`src/inc/fpec_defines.svh`:
```
`ifndef FPEC_DEFINES_SVH
`define FPEC_DEFINES_SVH

// Register byte offsets on the APB
`define FPEC_OFS_GATE        12'h000
`define FPEC_OFS_MODE        12'h004
`define FPEC_OFS_STATUS      12'h008
`define FPEC_OFS_ERASE_SEL   12'h00c
`define FPEC_OFS_POWER       12'h010

// Mode control field positions
`define FPEC_BIT_SWE         6
`define FPEC_BIT_ESU         5
`define FPEC_BIT_PSU         4
`define FPEC_BIT_EV          3
`define FPEC_BIT_PV          2
`define FPEC_BIT_EGO         1
`define FPEC_BIT_PGO         0
`define FPEC_MODE_MASK       8'h7f

// Status, power and gate field positions
`define FPEC_BIT_ERR         7
`define FPEC_BIT_PDINH       7
`define FPEC_BIT_GATE        7

// Erase select layout
`define FPEC_ERASE_MASK      8'h1f
`define FPEC_ERASE_BLOCKS    5
`define FPEC_LARGE_BLOCK     4

// Reset values
`define FPEC_RST_REG8        8'h00

// Array geometry
`define FPEC_SMALL_BLOCK_SZ  16'h0400
`define FPEC_LARGE_BASE      16'h1000
`define FPEC_LARGE_END_32K   16'h7fff
`define FPEC_LARGE_END_16K   16'h3fff
`define FPEC_PROG_UNIT_MASK  16'hff80

`endif

```
`src/inc/fpec_pkg.sv`:
```
package fpec_pkg;

	// Operating mode chosen at the end of reset
	typedef enum logic [1:0] {
		FPEC_OPMODE_NONE,
		FPEC_OPMODE_USER,
		FPEC_OPMODE_BOOT
	} fpec_opmode_type;

	// Built-in loader sequence
	typedef enum logic [2:0] {
		FPEC_BOOT_IDLE,
		FPEC_BOOT_LOAD,
		FPEC_BOOT_ERASE,
		FPEC_BOOT_WAIT,
		FPEC_BOOT_RUN,
		FPEC_BOOT_FAIL
	} fpec_boot_type;

endpackage

```
`src/rtl/fpec_flash_control.sv`:
```
// Design decisions made here: the APB register port and the register addresses.
`include "fpec_defines.svh"
// Function
// - Program in aligned 128-byte units
// - Erase acts on whole blocks only
// - Write permission low blocks program, erase, settings
// - Erase setup bit enters erase setup state
// - Program setup bit enters program setup state
// - Erase-verify bit selects erase-verify mode
// - Program-verify bit selects program-verify mode
// - Erase go needs permission and erase setup
// - Program go needs permission and program setup
// - Error flag sets on error-protection during operation
// - Erase select held zero without permission
// - Multiple erase select bits clear all
// - Bit four targets the large block
// - Bits three to zero target 1-kbyte blocks
// - Power-down inhibit controls subactive reduced power
// - Gate bit opens the control registers
// - Reserved bits read as zero
// - Mode chosen from pins at reset end
// - Boot loads program, erases array, then runs
module fpec_flash_control #(
	parameter bit LARGE_ARRAY = 1'b1                   // 1: 32 kbyte array, 0: 16 kbyte array
) (
	input  wire logic        pclk,                     // System clock
	input  wire logic        presetn,                  // Chip reset, active low
	input  wire logic        psel,                     // APB select
	input  wire logic        penable,                  // APB access phase
	input  wire logic        pwrite,                   // APB direction
	input  wire logic [11:0] paddr,                    // APB byte address
	input  wire logic [31:0] pwdata,                   // APB write data
	output logic      [31:0] prdata,                   // APB read data
	output logic             pready,                   // APB ready
	output logic             pslverr,                  // APB error, unmapped address
	input  wire logic        test_pin,                 // Test mode pin
	input  wire logic        boot_select_pin,          // Boot select pin
	input  wire logic        boot_qualifier_pin,       // Boot qualifier pin
	input  wire logic        subactive,                // Chip is in subactive mode
	input  wire logic        array_error,              // Array reports error protection
	input  wire logic        program_addr_valid,       // CPU writes a program unit start
	input  wire logic [15:0] program_addr,             // Address of that write
	input  wire logic        loader_received,          // Serial loader finished receiving
	input  wire logic        erase_done,               // Array finished one block erase
	input  wire logic        erase_failed,             // Array could not erase
	output logic             erase_setup_state,        // Array in erase setup
	output logic             program_setup_state,      // Array in program setup
	output logic             erase_verify_mode,        // Array in erase-verify
	output logic             program_verify_mode,      // Array in program-verify
	output logic             erase_mode,               // Array erasing
	output logic             program_mode,             // Array programming
	output logic       [4:0] erase_block,              // One-hot erase target
	output logic      [15:0] erase_first,              // First address of target block
	output logic      [15:0] erase_last,               // Last address of target block
	output logic      [15:0] program_unit_base,        // Aligned program unit start
	output logic             flash_power_down,         // Reduced-power readable mode
	output fpec_pkg::fpec_opmode_type opmode,          // Mode caught at reset end
	output logic             boot_run,                 // Branch to loaded program
	output logic             boot_failed               // Loader aborted
);
	import fpec_pkg::*;

	// Number of set bits in a block select value
	function automatic logic [2:0] ones(input logic [4:0] v);
		logic [2:0] n;
		n = 3'h0;
		for (int i = 0; i < `FPEC_ERASE_BLOCKS; i++) begin
			n = n + {2'h0, v[i]};
		end
		return n;
	endfunction

	// First address of a one-hot block select
	function automatic logic [15:0] block_first(input logic [4:0] sel);
		logic [15:0] a;
		a = 16'h0000;
		for (int i = 0; i < `FPEC_LARGE_BLOCK; i++) begin
			if (sel[i]) begin
				a = 16'(`FPEC_SMALL_BLOCK_SZ * i);
			end
		end
		if (sel[`FPEC_LARGE_BLOCK]) begin
			a = `FPEC_LARGE_BASE;
		end
		return a;
	endfunction

	// Last address of a one-hot block select
	function automatic logic [15:0] block_last(input logic [4:0] sel);
		logic [15:0] a;
		a = 16'h0000;
		for (int i = 0; i < `FPEC_LARGE_BLOCK; i++) begin
			if (sel[i]) begin
				a = 16'(`FPEC_SMALL_BLOCK_SZ * (i + 1) - 1);
			end
		end
		if (sel[`FPEC_LARGE_BLOCK]) begin
			a = LARGE_ARRAY ? `FPEC_LARGE_END_32K : `FPEC_LARGE_END_16K;
		end
		return a;
	endfunction

	// Register state
	logic        gate;                 // Control register access gate
	logic        next_gate;
	logic [6:0]  mode_bits;            // Mode control bits 6..0
	logic [6:0]  next_mode_bits;
	logic [4:0]  erase_sel;            // Erase block select
	logic [4:0]  next_erase_sel;
	logic        error_flag;           // Sticky error flag
	logic        next_error_flag;
	logic        pd_inhibit;           // Power-down inhibit
	logic        next_pd_inhibit;
	logic [31:0] next_prdata;
	logic        next_pready;
	logic        next_pslverr;

	// Bus decode
	logic        setup_phase;          // First cycle of a transfer
	logic        wr_strobe;            // Write takes effect this edge
	logic        hit_gate;
	logic        hit_mode;
	logic        hit_status;
	logic        hit_erase;
	logic        hit_power;
	logic        mapped;
	logic        master_write_permission;                  // Current write permission
	logic [7:0]  wbyte;                // Low write byte

	assign setup_phase = psel & ~penable;
	assign wr_strobe   = psel & penable & pready & pwrite;
	assign hit_gate    = (paddr == `FPEC_OFS_GATE);
	assign hit_mode    = (paddr == `FPEC_OFS_MODE);
	assign hit_status  = (paddr == `FPEC_OFS_STATUS);
	assign hit_erase   = (paddr == `FPEC_OFS_ERASE_SEL);
	assign hit_power   = (paddr == `FPEC_OFS_POWER);
	assign mapped      = hit_gate | hit_mode | hit_status | hit_erase | hit_power;
	assign master_write_permission         = mode_bits[`FPEC_BIT_SWE];
	assign wbyte       = pwdata[7:0];

	// Boot loader requests
	fpec_boot_type boot_state;         // Loader step
	fpec_boot_type next_boot_state;
	logic [4:0]  boot_block;           // Block the loader is erasing
	logic [4:0]  next_boot_block;
	logic        opmode_caught;        // Pins sampled once after release
	logic        boot_erasing;         // Loader drives the array

	assign boot_erasing = (boot_state == FPEC_BOOT_WAIT);

	// Next register values and bus answer
	always_comb begin
		next_gate       = gate;
		next_mode_bits  = mode_bits;
		next_erase_sel  = erase_sel;
		next_error_flag = error_flag;
		next_pd_inhibit = pd_inhibit;
		next_prdata     = 32'h0000_0000;
		next_pready     = 1'b0;
		next_pslverr    = 1'b0;
		// Answer prepared in setup, shown in the access phase (one cycle)
		if (setup_phase) begin
			next_pready  = 1'b1;
			next_pslverr = ~mapped;
			if (!pwrite && hit_gate) begin
				next_prdata = {24'h0, gate, 7'h00};
			end else if (!pwrite && gate) begin
				if (hit_mode) begin
					next_prdata = {24'h0, 1'b0, mode_bits};
				end else if (hit_status) begin
					next_prdata = {24'h0, error_flag, 7'h00};
				end else if (hit_erase) begin
					next_prdata = {24'h0, 3'h0, erase_sel};
				end else if (hit_power) begin
					next_prdata = {24'h0, pd_inhibit, 7'h00};
				end
			end
		end
		// Writes, gated registers only while the gate is open
		if (wr_strobe) begin
			if (hit_gate) begin
				next_gate = wbyte[`FPEC_BIT_GATE];
			end else if (gate && hit_mode) begin
				// Without permission only the permission bit may change
				if (master_write_permission) begin
					next_mode_bits = wbyte[6:0];
				end else begin
					next_mode_bits = {wbyte[`FPEC_BIT_SWE], 6'h00};
				end
			end else if (gate && hit_erase && master_write_permission) begin
				// More than one block selected clears every bit
				if (ones(wbyte[4:0]) > 3'h1) begin
					next_erase_sel = 5'h00;
				end else begin
					next_erase_sel = wbyte[4:0];
				end
			end else if (gate && hit_power) begin
				next_pd_inhibit = wbyte[`FPEC_BIT_PDINH];
			end
			// Status writes are dropped: the register has no writable bit
		end
		// Permission off forces the other bits and the block select to zero
		if (!next_mode_bits[`FPEC_BIT_SWE]) begin
			next_mode_bits = 7'h00;
			next_erase_sel = 5'h00;
		end
		// Sticky error; only reset clears it
		if (array_error && (erase_mode || program_mode)) begin
			next_error_flag = 1'b1;
		end
	end

	// Register update
	always_ff @(posedge pclk or negedge presetn) begin
		if (!presetn) begin
			gate       <= 1'b0;
			mode_bits  <= 7'h00;
			erase_sel  <= 5'h00;
			error_flag <= 1'b0;
			pd_inhibit <= 1'b0;
			prdata     <= 32'h0000_0000;
			pready     <= 1'b0;
			pslverr    <= 1'b0;
		end else begin
			gate       <= next_gate;
			mode_bits  <= next_mode_bits;
			erase_sel  <= next_erase_sel;
			error_flag <= next_error_flag;
			pd_inhibit <= next_pd_inhibit;
			prdata     <= next_prdata;
			pready     <= next_pready;
			pslverr    <= next_pslverr;
		end
	end

	// Array controls computed from the register state
	logic        next_erase_setup_state;
	logic        next_program_setup_state;
	logic        next_erase_verify_mode;
	logic        next_program_verify_mode;
	logic        next_erase_mode;
	logic        next_program_mode;
	logic [4:0]  next_erase_block;
	logic [15:0] next_erase_first;
	logic [15:0] next_erase_last;
	logic [15:0] next_program_unit_base;
	logic        next_flash_power_down;

	// Mode decode; an error in progress drops program and register-driven erase at once, but not a loader erase
	always_comb begin
		next_erase_setup_state   = next_mode_bits[`FPEC_BIT_ESU];
		next_program_setup_state = next_mode_bits[`FPEC_BIT_PSU];
		next_erase_verify_mode   = next_mode_bits[`FPEC_BIT_EV];
		next_program_verify_mode = next_mode_bits[`FPEC_BIT_PV];
		next_erase_mode          = next_mode_bits[`FPEC_BIT_SWE] & next_mode_bits[`FPEC_BIT_ESU]
			& next_mode_bits[`FPEC_BIT_EGO] & ~next_error_flag;
		next_program_mode        = next_mode_bits[`FPEC_BIT_SWE] & next_mode_bits[`FPEC_BIT_PSU]
			& next_mode_bits[`FPEC_BIT_PGO] & ~next_error_flag;
		next_erase_block         = next_erase_sel;
		next_program_unit_base   = program_unit_base;
		// Loader owns the array while it erases
		if (boot_erasing) begin
			next_erase_mode  = 1'b1;
			next_erase_block = boot_block;
		end
		next_erase_first = block_first(next_erase_block);
		next_erase_last  = block_last(next_erase_block);
		// Unit start masked to a 128-byte boundary
		if (program_addr_valid && program_mode) begin
			next_program_unit_base = program_addr & `FPEC_PROG_UNIT_MASK;
		end
		// Reduced power only when not inhibited
		next_flash_power_down = subactive & ~next_pd_inhibit;
	end

	// Array control registers
	always_ff @(posedge pclk or negedge presetn) begin
		if (!presetn) begin
			erase_setup_state   <= 1'b0;
			program_setup_state <= 1'b0;
			erase_verify_mode   <= 1'b0;
			program_verify_mode <= 1'b0;
			erase_mode          <= 1'b0;
			program_mode        <= 1'b0;
			erase_block         <= 5'h00;
			erase_first         <= 16'h0000;
			erase_last          <= 16'h0000;
			program_unit_base   <= 16'h0000;
			flash_power_down    <= 1'b0;
		end else begin
			erase_setup_state   <= next_erase_setup_state;
			program_setup_state <= next_program_setup_state;
			erase_verify_mode   <= next_erase_verify_mode;
			program_verify_mode <= next_program_verify_mode;
			erase_mode          <= next_erase_mode;
			program_mode        <= next_program_mode;
			erase_block         <= next_erase_block;
			erase_first         <= next_erase_first;
			erase_last          <= next_erase_last;
			program_unit_base   <= next_program_unit_base;
			flash_power_down    <= next_flash_power_down;
		end
	end

	// Mode selection and loader sequence
	fpec_opmode_type next_opmode;
	logic        next_opmode_caught;
	logic        next_boot_run;
	logic        next_boot_failed;

	// Pins are caught on the first edge after release, not by the reset itself
	always_comb begin
		next_opmode        = opmode;
		next_opmode_caught = 1'b1;
		next_boot_state    = boot_state;
		next_boot_block    = boot_block;
		next_boot_run      = boot_run;
		next_boot_failed   = boot_failed;
		if (!opmode_caught) begin
			// Pins are held stable by the board around release
			if (!test_pin && boot_select_pin) begin
				next_opmode = FPEC_OPMODE_USER;
			end else if (!test_pin && boot_qualifier_pin) begin
				next_opmode = FPEC_OPMODE_BOOT;
			end else begin
				next_opmode = FPEC_OPMODE_NONE;
			end
		end
		case (boot_state)
			FPEC_BOOT_IDLE: begin
				if (opmode_caught && opmode == FPEC_OPMODE_BOOT) begin
					next_boot_state = FPEC_BOOT_LOAD;
				end
			end
			FPEC_BOOT_LOAD: begin
				// Program arrives over the serial channel into RAM
				if (loader_received) begin
					next_boot_state = FPEC_BOOT_ERASE;
					next_boot_block = 5'h01;
				end
			end
			FPEC_BOOT_ERASE: begin
				next_boot_state = FPEC_BOOT_WAIT;
			end
			FPEC_BOOT_WAIT: begin
				// One block at a time, last one is the large block
				if (erase_failed) begin
					next_boot_state  = FPEC_BOOT_FAIL;
					next_boot_failed = 1'b1;
				end else if (erase_done) begin
					if (boot_block[`FPEC_LARGE_BLOCK]) begin
						next_boot_state = FPEC_BOOT_RUN;
						next_boot_block = 5'h00;
						next_boot_run   = 1'b1;
					end else begin
						next_boot_state = FPEC_BOOT_ERASE;
						next_boot_block = {boot_block[3:0], 1'b0};
					end
				end
			end
			FPEC_BOOT_RUN: begin
				next_boot_run = 1'b1;
			end
			FPEC_BOOT_FAIL: begin
				next_boot_failed = 1'b1;
			end
			default: begin
				next_boot_state = FPEC_BOOT_IDLE;
			end
		endcase
	end

	// Mode and loader registers
	always_ff @(posedge pclk or negedge presetn) begin
		if (!presetn) begin
			opmode        <= FPEC_OPMODE_NONE;
			opmode_caught <= 1'b0;
			boot_state    <= FPEC_BOOT_IDLE;
			boot_block    <= 5'h00;
			boot_run      <= 1'b0;
			boot_failed   <= 1'b0;
		end else begin
			opmode        <= next_opmode;
			opmode_caught <= next_opmode_caught;
			boot_state    <= next_boot_state;
			boot_block    <= next_boot_block;
			boot_run      <= next_boot_run;
			boot_failed   <= next_boot_failed;
		end
	end

endmodule

```
`config.mk`:
```
export PLATFORM = sky130hd
export DESIGN_NAME = fpec_flash_control
export DESIGN_NICKNAME = d
export VERILOG_FILES = /design/src/inc/fpec_pkg.sv /design/src/rtl/fpec_flash_control.sv
export VERILOG_INCLUDE_DIRS = /design/src /design/src/inc
export SDC_FILE = /design/constraint.sdc
export NUM_CORES = 1
export LEC_CHECK = 0
export BUFFER_PORTS_ARGS = -buffer_cell sky130_fd_sc_hd__buf_2
export CAP_MARGIN = 30
export CORE_MARGIN = 5
export CORE_UTILIZATION = 40
export DETAILED_ROUTE_END_ITERATION = 6
export GPL_TIMING_DRIVEN = 0
export MAX_ROUTING_LAYER = met4
export PLACE_DENSITY_LB_ADDON = 0.12
export SYNTH_ARGS = -nofsm -noshare
export SYNTH_HDL_FRONTEND = slang
export SYNTH_SLANG_ARGS = --single-unit
```
`constraint.sdc`:
```
create_clock -name pclk -period 5.4 [get_ports pclk]
set_input_delay 0.54 -clock pclk [delete_from_list [all_inputs] [get_ports pclk]]
set_output_delay 0.54 -clock pclk [all_outputs]
set_load 0.1 [all_outputs]
```
# After elaboration in Yosys (flattened, before gate mapping)

Cells that the tools add are included.

Bits in registers: 115
Input bits: 74
Output and inout port bits: 98
Logic and storage cells: 148

Add/sub/neg operators: 4
Magnitude comparators: 1
Equal/unequal tests: 17
Mux-type cells: 56
Bitwise operators: 20
Reduce and logical (&&, ||, !) cells: 25

Operators with widths:

| cell                                                                    | count |
|---|---|
| 16-bit 2-to-1 mux                                                       | 7 |
| 5-bit 2-to-1 mux                                                        | 11 |
| 8-bit 2-to-1 mux                                                        | 6 |
| 32-bit 2-to-1 mux                                                       | 1 |
| 7-bit 2-to-1 mux                                                        | 4 |
| 12-bit by 4-bit equality test with 1-bit output (second input constant) | 2 |
| 3-bit 2-to-1 mux                                                        | 5 |
| 3-bit one-hot mux with 5 select lines                                   | 1 |
| 1-bit 2-to-1 mux                                                        | 13 |
| 12-bit by 3-bit equality test with 1-bit output (second input constant) | 1 |
| 12-bit by 5-bit equality test with 1-bit output (second input constant) | 1 |
| 12-bit zero test                                                        | 1 |
| 2-bit != test (second input constant)                                   | 6 |
| 4-bit AND reduction                                                     | 3 |
| 1-bit bitwise AND                                                       | 11 |
| 1-bit logical AND                                                       | 11 |
| 11-bit 2-to-1 mux                                                       | 1 |
| 10-bit 2-to-1 mux                                                       | 1 |
| 5-bit one-hot mux with 2 select lines                                   | 1 |
| 3-bit by 1-bit adder with 3-bit output                                  | 2 |
| 3-bit by 2-bit equality test with 1-bit output (second input constant)  | 2 |
| 3-bit equality test (second input constant)                             | 2 |
| 6-bit 2-to-1 mux                                                        | 1 |
| 2-bit nonzero test                                                      | 3 |
| 15 further kinds                                                        | 26 |

# Logic depth before layout (Yosys ltp)

Gate-level depths: netlist of run 1.

Depth after elaboration: 17
Mapped depth: 10
Mapped depth without buffers: 10

# Least setup slack after synthesis of run 1

No wires, ideal clock.

Path kind: input -> register
Start: input port pwdata[0]
End: register erase_last[10]
Setup time: 0.144 ns
Arrival time: 2.641 ns
Required time: 5.256 ns
Slack: 2.615 ns
Cell stages on the path: 9
Path buffers: 0
Path through: inv_1 -> fa_1 -> inv_1 -> ha_1 -> a211o_1 -> or4_1 -> a22oi_2 -> o41a_1 -> nand3_1

Elaborated cells between the ends (all ways): 16
Classes of those cells: add/sub: 4; order compare: 1; mux: 11

RTL lines:

| item                                                 | RTL line                  | text |
|---|---|---|
| from (decl)                                          | fpec_flash_control.sv:32  | `input wire logic [31:0] pwdata,` |
| 1-bit by 1-bit adder with 2-bit output               | fpec_flash_control.sv:68  | `n = n + {2'h0, v[i]};` |
| 2-bit by 1-bit adder with 3-bit output               | fpec_flash_control.sv:68  |  |
| 3-bit by 1-bit adder with 3-bit output (2 in series) | fpec_flash_control.sv:68  |  |
| 3-bit by 1-bit > comparator with 1-bit output        | fpec_flash_control.sv:192 | `if (ones(wbyte[4:0]) > 3'h1) begin` |
| 5-bit 2-to-1 mux                                     | fpec_flash_control.sv:192 |  |
| 5-bit 2-to-1 mux                                     | fpec_flash_control.sv:190 | `end else if (gate && hit_erase && master_write_permission) begin` |
| 5-bit 2-to-1 mux                                     | fpec_flash_control.sv:183 | `end else if (gate && hit_mode) begin` |
| 5-bit 2-to-1 mux                                     | fpec_flash_control.sv:181 | `if (hit_gate) begin` |
| 5-bit 2-to-1 mux                                     | fpec_flash_control.sv:180 | `if (wr_strobe) begin` |
| 5-bit 2-to-1 mux                                     | fpec_flash_control.sv:203 | `` if (!next_mode_bits[`FPEC_BIT_SWE]) begin `` |
| via next_erase_sel[2]                                | fpec_flash_control.sv:109 | `logic [4:0] next_erase_sel;` |
| 5-bit 2-to-1 mux                                     | fpec_flash_control.sv:262 | `if (boot_erasing) begin` |
| 16-bit 2-to-1 mux (2 in series)                      | fpec_flash_control.sv:93  | `if (sel[i]) begin` |
| 16-bit 2-to-1 mux                                    | fpec_flash_control.sv:97  | `` if (sel[`FPEC_LARGE_BLOCK]) begin `` |
| via next_erase_last[10]                              | fpec_flash_control.sv:245 | `logic [15:0] next_erase_last;` |
| to (signal assigned)                                 | fpec_flash_control.sv:299 | `erase_last <= next_erase_last;` |
| to (decl)                                            | fpec_flash_control.sv:54  | `output logic [15:0] erase_last,` |

The timed path passes the listed nets, and every way through them passes these cells.
A chain may end at the register's enable or synchronous reset.

# Worst setup path after layout of run 1

Ends and elaborated chain as after synthesis.

==> results_dict.tcl, run 1 <==
set metrics [dict create \
    status "finished clean" \
    initial_core_util 0.408 \
    worstPathCellList "buf_2 > inv_1 > fa_1 > inv_1 > ha_1 > a211o_1 > or4_1 > a22oi_2 > o41a_1 > nand3_1" \
    multi_input_area_um2 1250 \
    clockBufferDepth 2 \
    post_cts_resized 0 \
    finalClockSkew_ps 7.02 \
    pin_count 172 \
    core_area_um2 7690 \
    hold_path.class "in -> async" \
    nets 529 \
    htree_levels 3 \
    min_period_over_period 0.509 \
    track_usage 0.154 \
    synth_top_area_frac 0.479 \
    clock-sinks 60 \
    fmax_mhz 364 \
    synth_edf_count 0 \
    cts_tree "yes" \
    postCtsSetupRepairBufs 0 \
    critPathMaxStageDelay_ps 530 \
    ys_seq_area_frac 0.479 \
    crit_buf_inv 3 \
    rsz0062_at_grt "no" \
    dieArea_um2 9710 \
    dieHeight_um 98.5 \
    async_reset_ff_frac 1.00 \
    clkLatencyLatePin_ps 340 \
    firstDrtPassIters 4 \
    vias_per_cell 4.33 \
    wirelength_um 7000 \
    cap_violations 0 \
    ctsHoldBuffers 0 \
    fillers 722 \
    power_density_nw_per_um2 286 \
    slew_violations 0 \
    seq_area_um2 1500 \
    num_rows 32 \
    leakagePower_nw 2.30 \
    numCtsBuffers 9 \
    areaGrowthSynthToFinish_pct 33.1 \
    ant_nets 0 \
    ir_worst_vdd_v 0.000152 \
    cp.arrival_ps 2960 \
    drt-initial-drc-count 92 \
    critPathMostFrequentCell "inv_1" \
    crit_path_start_kind "input port" \
    syn_avg_cell_area_um2 10.4 \
    gp_congestion 0.876 \
    path_clk_slew_ps 70 \
    io_buffer_count 95 \
    tightest_slew_ps 777 \
    ys.flop_type "dfrtp_1" \
    cp_top_family "adder cells" \
    n_antenna_cell 0 \
    yosys.area.top_type "dfrtp_1" \
    synth_seq_cells 60 \
    crit_fanout 3 \
    post-route-min-period_ps 2750 \
    synth_cell_types 48 \
    crit_path_end_kind "flop" \
    gr-total-overflow 0 \
    slew_headroom 0.478 \
    grt_pass1_vias 2448 \
    finalHoldViolCount 0 \
    yosys_warnings 0 \
    vias 2425 \
    routedWlPerCell_um 12.5 \
    setup_viol 0 \
    drive_gt1_frac 0.432 \
    synth_cells 302 \
    setup_tns_ps 0 \
    cp.required_ps 5610 \
    clock-root-buffer "clkbuf_8" \
    grt_pass1_wl_um 11800 \
    synth_area_leaders "dfrtp_1, buf_4, mux2_2" \
    grt_max_degree 38 \
    syn_area_um2 3130 \
    crit_path_top_delay_cell "fa_1" \
    drc 0 \
    worstSetupPathType "in -> reg" \
    die_w_um 98.5 \
    dpl.hpwl_um 5600 \
    power_mw 1.19 \
    antenna_found_initial 0 \
]
## placed cells by master, fill, tap and decap left out, types with 6 or more instances in the layout
master     n
buf_2     95
dfrtp_1   60
o21ai_0   12
nor2_1    17
nand2_1   18
inv_1     19
a21oi_1   13
nand3_1   16
mux2i_1    7
mux2_2    11
buf_4     58
nor2b_1    6
conb_1    46
clkbuf_8   9
## power by group
group / internal [mW] / switching [mW] / total (mW) / leakage [nW]
clock network: 0.309 / 0.192 / 0.501 / 0.120
registers: 0.454 / 0.00341 / 0.457 / 0.796
logic: 0.0454 / 0.188 / 0.233 / 1.38
total: 0.809 / 0.383 / 1.19 / 2.30
## layer usage
metal  share of wire  vias to the layer above  GRT usage
met4          0.0090                        0     0.0315
met1            0.43                     1106      0.183
li1                -                     1230          -
met3           0.067                        8     0.0609
met5               0                        -          -
met2            0.49                       81      0.251
## synth_stat cells, drive strengths merged (4+ instances only)
master  instances
buf            60
nor3            6
inv            20
mux2           11
nor2b           6
mux2i           9
dfrtp          60
and2            5
nor2           17
nand2          18
nand3          17
nand4           5
a21oi          15
o21ai          12
and3            4
## path summary, 6_finish.rpt
path | start | end | slack, ps | cells past startpoint
max in group asynchronous | presetn | erase_sel[1] | 4620 | 2
worst max register to register | mode_bits[6] | erase_last[9] | 3260 | 6
worst max-delay path | pwdata[0] | erase_last[10] | 2650 | 10
min in group pclk | test_pin | opmode[1] | 380 | 2
worst min register to register | boot_failed | boot_failed | 460 | 1
worst min-delay path | presetn | prdata[3] | 180 | 1
## cell families (layout without fill, tap and decap cells)
family | Yosys count | after routing | share of synthesized area
AOI/OAI and AO/OA | 46 | 46 | 0.104
buffers and inverters | 83 | 195 | 0.174
muxes | 20 | 20 | 0.0707
DFF | 60 | 60 | 0.479
adders and majority gates | 2 | 2 | 0.0104
and+or+nand+nor | 89 | 89 | 0.160
other | 2 | 46 | 0.00240
## through the flow
step | std cells | hold slack, ps | util | setup WS, ps | instance area (um2)
6_report | 560 | 182 | 0.542 | 2650 | 4170
5_1_grt | 560 | 210 | 0.542 | 2540 | 4170
4_1_cts | 560 | 197 | 0.542 | 2660 | 4170
3_5_place_dp | 544 | 444 | 0.510 | 2290 | 3920
3_3_place_gp | 543 | 440 | 0.508 | 2340 | 3900
2_1_floorplan | 346 | 244 | - | 2610 | 3300
## registers in the layout, indices dropped and copies added (netlist names)
register,count
erase_last,4
flash_power_down,1
pready,1
erase_sel,5
boot_run,1
mode_bits,7
program_unit_base,9
prdata,8
opmode_caught,1
program_mode,1
erase_first,2
boot_failed,1
boot_block,5
pslverr,1
boot_state,3
erase_block,4
opmode,2
error_flag,1
erase_mode,1
pd_inhibit,1
gate,1
## cell type report
type	count	area share
plain buffers	63	0.113
clock buffers	9	0.0297
clock inverters	7	0.0297
inverters	20	0.0180
multi-input cells	203	0.301
flip-flops and latches	60	0.360
well taps	102	0.0306
repair buffers	96	0.119
No activity file was read; power rests on OpenSTA's default activity.
==> run 2: changes to the inputs <==
Clock period 5.4 ns to 2.8 ns, I/O delays scaled along.
==> results_dict.tcl, run 2 (synthesis results as in run 1) <==
set metrics [dict create \
    wl_met1_um 3020 \
    placed_cell_area_um2 3920 \
    track_usage 0.154 \
    clock-sinks 60 \
    regMostFlops "program_unit_base" \
    clock-root-buffer "clkbuf_8" \
    dpl.hpwl_um 5600 \
    htree_levels 3 \
    crit_path_end_kind "flop" \
    drc 0 \
    grt_pass1_wl_um 11800 \
    hold_path.class "in -> reg" \
    fmax_mhz 402 \
    grt_pass1_vias 2448 \
    hold_ws_ps 119 \
    dieArea_um2 9710 \
    critPathMaxStageDelay_ps 530 \
    numCtsBuffers 9 \
    num_rows 32 \
    n_antenna_cell 0 \
    power_density_nw_per_um2 550 \
    clockBufferDepth 2 \
    dr_wl_met2_um 3450 \
    worstSetupPathType "in -> reg" \
    dieHeight_um 98.5 \
    tightest_slew_ps 777 \
    slew_headroom 0.478 \
    wirelength_um 7000 \
    min_period_over_period 0.889 \
    routedWlPerCell_um 12.5 \
    grt_max_degree 38 \
    status "finished clean" \
    postCtsSetupRepairBufs 0 \
    cp.required_ps 3010 \
    final_cell_area_um2 4180 \
    setup_viol 0 \
    finalClockSkew_ps 7.02 \
    cp.arrival_ps 2700 \
    crit_buf_inv 3 \
    crit_path_start_kind "input port" \
    mostFrequentLayoutCells "buf_2, dfrtp_1, buf_4, conb_1, inv_1" \
    fillers 721 \
    die_w_um 98.5 \
    critPathMostFrequentCell "inv_1" \
    route.met3.wl_um 464 \
    finalHoldViolCount 0 \
    io_buffer_count 95 \
    cts_tree "yes" \
    slew_violations 0 \
    cap_violations 0 \
    largest_reg_flops 9 \
    reg_top3 "program_unit_base: 9 flops, prdata: 8 flops, mode_bits: 7 flops" \
    cp_top_family "adder cells" \
    crit_fanout 3 \
    firstDrtPassIters 4 \
    final_common_cell "buf_2" \
    core_area_um2 7690 \
    post-route-min-period_ps 2490 \
    initial_core_util 0.408 \
    antenna_found_initial 0 \
    finish.utilization 0.544 \
    nets 530 \
    pin_count 172 \
    gr-total-overflow 0 \
    top_layer "met4" \
    ir_worst_vdd_v 0.000294 \
    drive_gt1_frac 0.431 \
    vias_per_cell 4.33 \
    path_clk_slew_ps 70 \
    drt-initial-drc-count 92 \
    leakagePower_nw 2.30 \
    worstPathCellList "buf_2 > inv_1 > fa_1 > inv_1 > ha_1 > a211o_1 > or4_1 > a22oi_2 > o41a_1 > nand3_1" \
    vias 2427 \
    crit_path_top_delay_cell "fa_1" \
    gp_congestion 0.876 \
    rsz0062_at_grt "no" \
    ant_nets 0 \
    areaGrowthSynthToFinish_pct 33.4 \
    clkLatencyLatePin_ps 340 \
]
run 2: changes by cell type in the layout (fill, tap and decap cells not counted), sizes merged:
cell,previous run,this run
dlygate4sd3,0,1
run 2: final cells by class:
type,count,area [um2],share of cell area
plain buffers,63,469,0.112
inverters,20,75.1,0.0180
flip-flops and latches,60,1500,0.359
well taps,102,128,0.0305
clock inverters,7,124,0.0296
multi-input cells,203,1250,0.300
repair buffers,97,505,0.121
clock buffers,9,124,0.0296
run 2: worst paths after layout:
kind	from	endpoint	slack (ps)	cells past startpoint
worst max-delay path	pwdata[0]	erase_last[10]	310	10
worst min-delay path	test_pin	opmode[1]	120	2
worst max register to register	mode_bits[6]	erase_last[9]	660	6
worst min register to register	boot_failed	boot_failed	460	1
max in group asynchronous	presetn	erase_sel[1]	1750	3
min in group asynchronous	presetn	prdata[3]	460	2
run 2: metal layers:
layer | global-route usage | vias up
li1 | - | 1232
met1 | 0.183 | 1106
met2 | 0.251 | 81
met3 | 0.0602 | 8
met4 | 0.0315 | 0
met5 | - | -
run 2: where the power goes:
part / switching, mW / leakage (nW) / internal [mW]
clock network: 0.370 / 0.120 / 0.597
logic: 0.362 / 1.39 / 0.0884
registers: 0.00658 / 0.796 / 0.876
run 2: what timing repair did:
action	CTS	global route
hold buffers	1	0
resized for setup	0	0
hold endpoints to repair	23	0
run 2: per-stage QoR:
stage,total power [mW],instances,setup TNS [ps],worst slack [ps]
2_1_floorplan,1.27,346,0,238
3_3_place_gp,1.34,543,-0.597,-0.597
3_5_place_dp,1.35,544,-64.9,-48.4
4_1_cts,2.32,561,0,320
5_1_grt,2.39,561,0,203
6_report,2.30,561,0,310
run 2: worst reg2reg max path: cells and delay by family, from the launching register on:
family          cells  cell delay, ps
compound gates      3             900
flops               1             450
simple gates        3             640
==> run 3: changes to the inputs <==
Settings changed: BUFFER_PORTS_ARGS -buffer_cell sky130_fd_sc_hd__buf_2 to -buffer_cell sky130_fd_sc_hd__buf_4.
==> results_dict.tcl, run 3 (synthesis results as in run 1) <==
set metrics [dict create \
    antenna_found_initial 0 \
    seq_area_um2 1500 \
    fillers 710 \
    power_mw 2.21 \
    cap_violations 0 \
    mostFrequentLayoutCells "buf_4, dfrtp_1, conb_1, inv_1, nand2_1" \
    routedWlPerCell_um 12.8 \
    crit_path_top_delay_cell "fa_1" \
    io_buffer_count 95 \
    initial_core_util 0.408 \
    die_w_um 98.5 \
    critPathMaxStageDelay_ps 550 \
    hold_path.class "in -> async" \
    regMostFlops "program_unit_base" \
    min_period_over_period 0.885 \
    post-route-min-period_ps 2480 \
    drive_gt1_frac 0.431 \
    hold_ws_ps 11.7 \
    crit_path_start_kind "input port" \
    cts_tree "yes" \
    numCtsBuffers 9 \
    slew_headroom 0.489 \
    leakagePower_nw 2.31 \
    gp_congestion 0.850 \
    multi_input_area_um2 1250 \
    crit_fanout 3 \
    fmax_mhz 403 \
    nets 528 \
    grt_max_degree 61 \
    reg_top3 "program_unit_base: 9 flops, prdata: 8 flops, mode_bits: 7 flops" \
    status "finished clean" \
    placed_cells 543 \
    ir_worst_vdd_v 0.000356 \
    finalHoldViolCount 0 \
    vias 2481 \
    clock-root-buffer "clkbuf_8" \
    drt-initial-drc-count 82 \
    post-place-ws_ps -16.1 \
    largest_reg_flops 9 \
    grt_pass1_vias 2462 \
    vias_per_cell 4.44 \
    cp.required_ps 3000 \
    drc 0 \
    dpl.hpwl_um 5670 \
    ctsHoldBuffers 0 \
    tightest_slew_ps 761 \
    core_area_um2 7690 \
    final_common_cell "buf_4" \
    post_cts_resized 0 \
    wirelength_um 7140 \
    path_clk_slew_ps 70 \
    num_rows 32 \
    crit_path_end_kind "flop" \
    timing.final.ws_setup_ps 321 \
    grt_pass1_wl_um 12000 \
    htree_levels 3 \
    postCtsSetupRepairBufs 0 \
    clkLatencyLatePin_ps 330 \
    clockBufferDepth 2 \
    ant_nets 0 \
    worstPathCellList "buf_4 > inv_1 > fa_1 > inv_1 > ha_1 > a211o_1 > or4_1 > a22oi_2 > o41a_1 > nand3_1" \
    clock-sinks 60 \
    finalClockSkew_ps 9.07 \
    power_density_nw_per_um2 505 \
    instances_no_fill 559 \
    critPathMostFrequentCell "inv_1" \
    gr-total-overflow 0 \
    finish.utilization 0.568 \
    areaGrowthSynthToFinish_pct 39.3 \
    dieHeight_um 98.5 \
    setup_viol 0 \
    firstDrtPassIters 5 \
    cp.arrival_ps 2680 \
    dieArea_um2 9710 \
    slew_violations 0 \
    worstSetupPathType "in -> reg" \
    rsz0062_at_grt "no" \
    n_antenna_cell 0 \
    pin_count 172 \
    track_usage 0.158 \
]
[run 3: cell count changes in the layout (fill, tap and decap cells not counted)]
cell           delta
buf_2            -95
buf_4            +95
clkinv_4          -2
clkinvlp_4        +2
buf_12            -1
bufinv_16         -1
clkbuf_8          +1
clkinv_2          +1
dlygate4sd3_1     -1
inv_6             -1
[run 3: worst paths after layout]
path                                   endpoint  slack, ps  cells after the start         start
worst min register to register      boot_failed        460                      1   boot_failed
max in group asynchronous       erase_first[11]       2310                      1       presetn
worst max-delay path             erase_last[10]        320                     10     pwdata[0]
min in group pclk                     opmode[1]        120                      2      test_pin
worst max register to register    erase_last[9]        680                      6  mode_bits[6]
worst min-delay path                  prdata[3]         10                      1       presetn
[run 3: layout make-up]
cell class,instances,area share
clock inverter,6,0.0201
multi-input combinational,203,0.287
sequential,60,0.344
buffer,63,0.107
clock buffer,10,0.0315
tap,102,0.0292
timing repair buffer,95,0.163
inverter,20,0.0172
[run 3: where the power goes]
part / switching, mW / internal, mW / total (mW)
sequential: 0.00678 / 0.876 / 0.883
clock: 0.333 / 0.523 / 0.855
combinational: 0.363 / 0.104 / 0.467
[run 3: stage by stage]
step	TNS (ps)	instance area (um2)
finish	0	4370
global route	0	4370
CTS	0	4370
detailed placement	-16.1	4140
global placement	0	4140
floorplan	0	3300
[run 3: per-layer routing]
metal,routed length [um],track usage,vias up
li1,-,-,1232
met1,2830,0.182,1153
met2,3680,0.258,86
met3,540,0.0573,10
met4,95,0.0473,0
met5,0,-,-
[run 3: critical path: cells and delay by family]
family | cells | cell delay, ps
fa+ha+maj | 2 | 840
compound gates | 3 | 750
simple gates | 2 | 600
buf+inv | 3 | 200
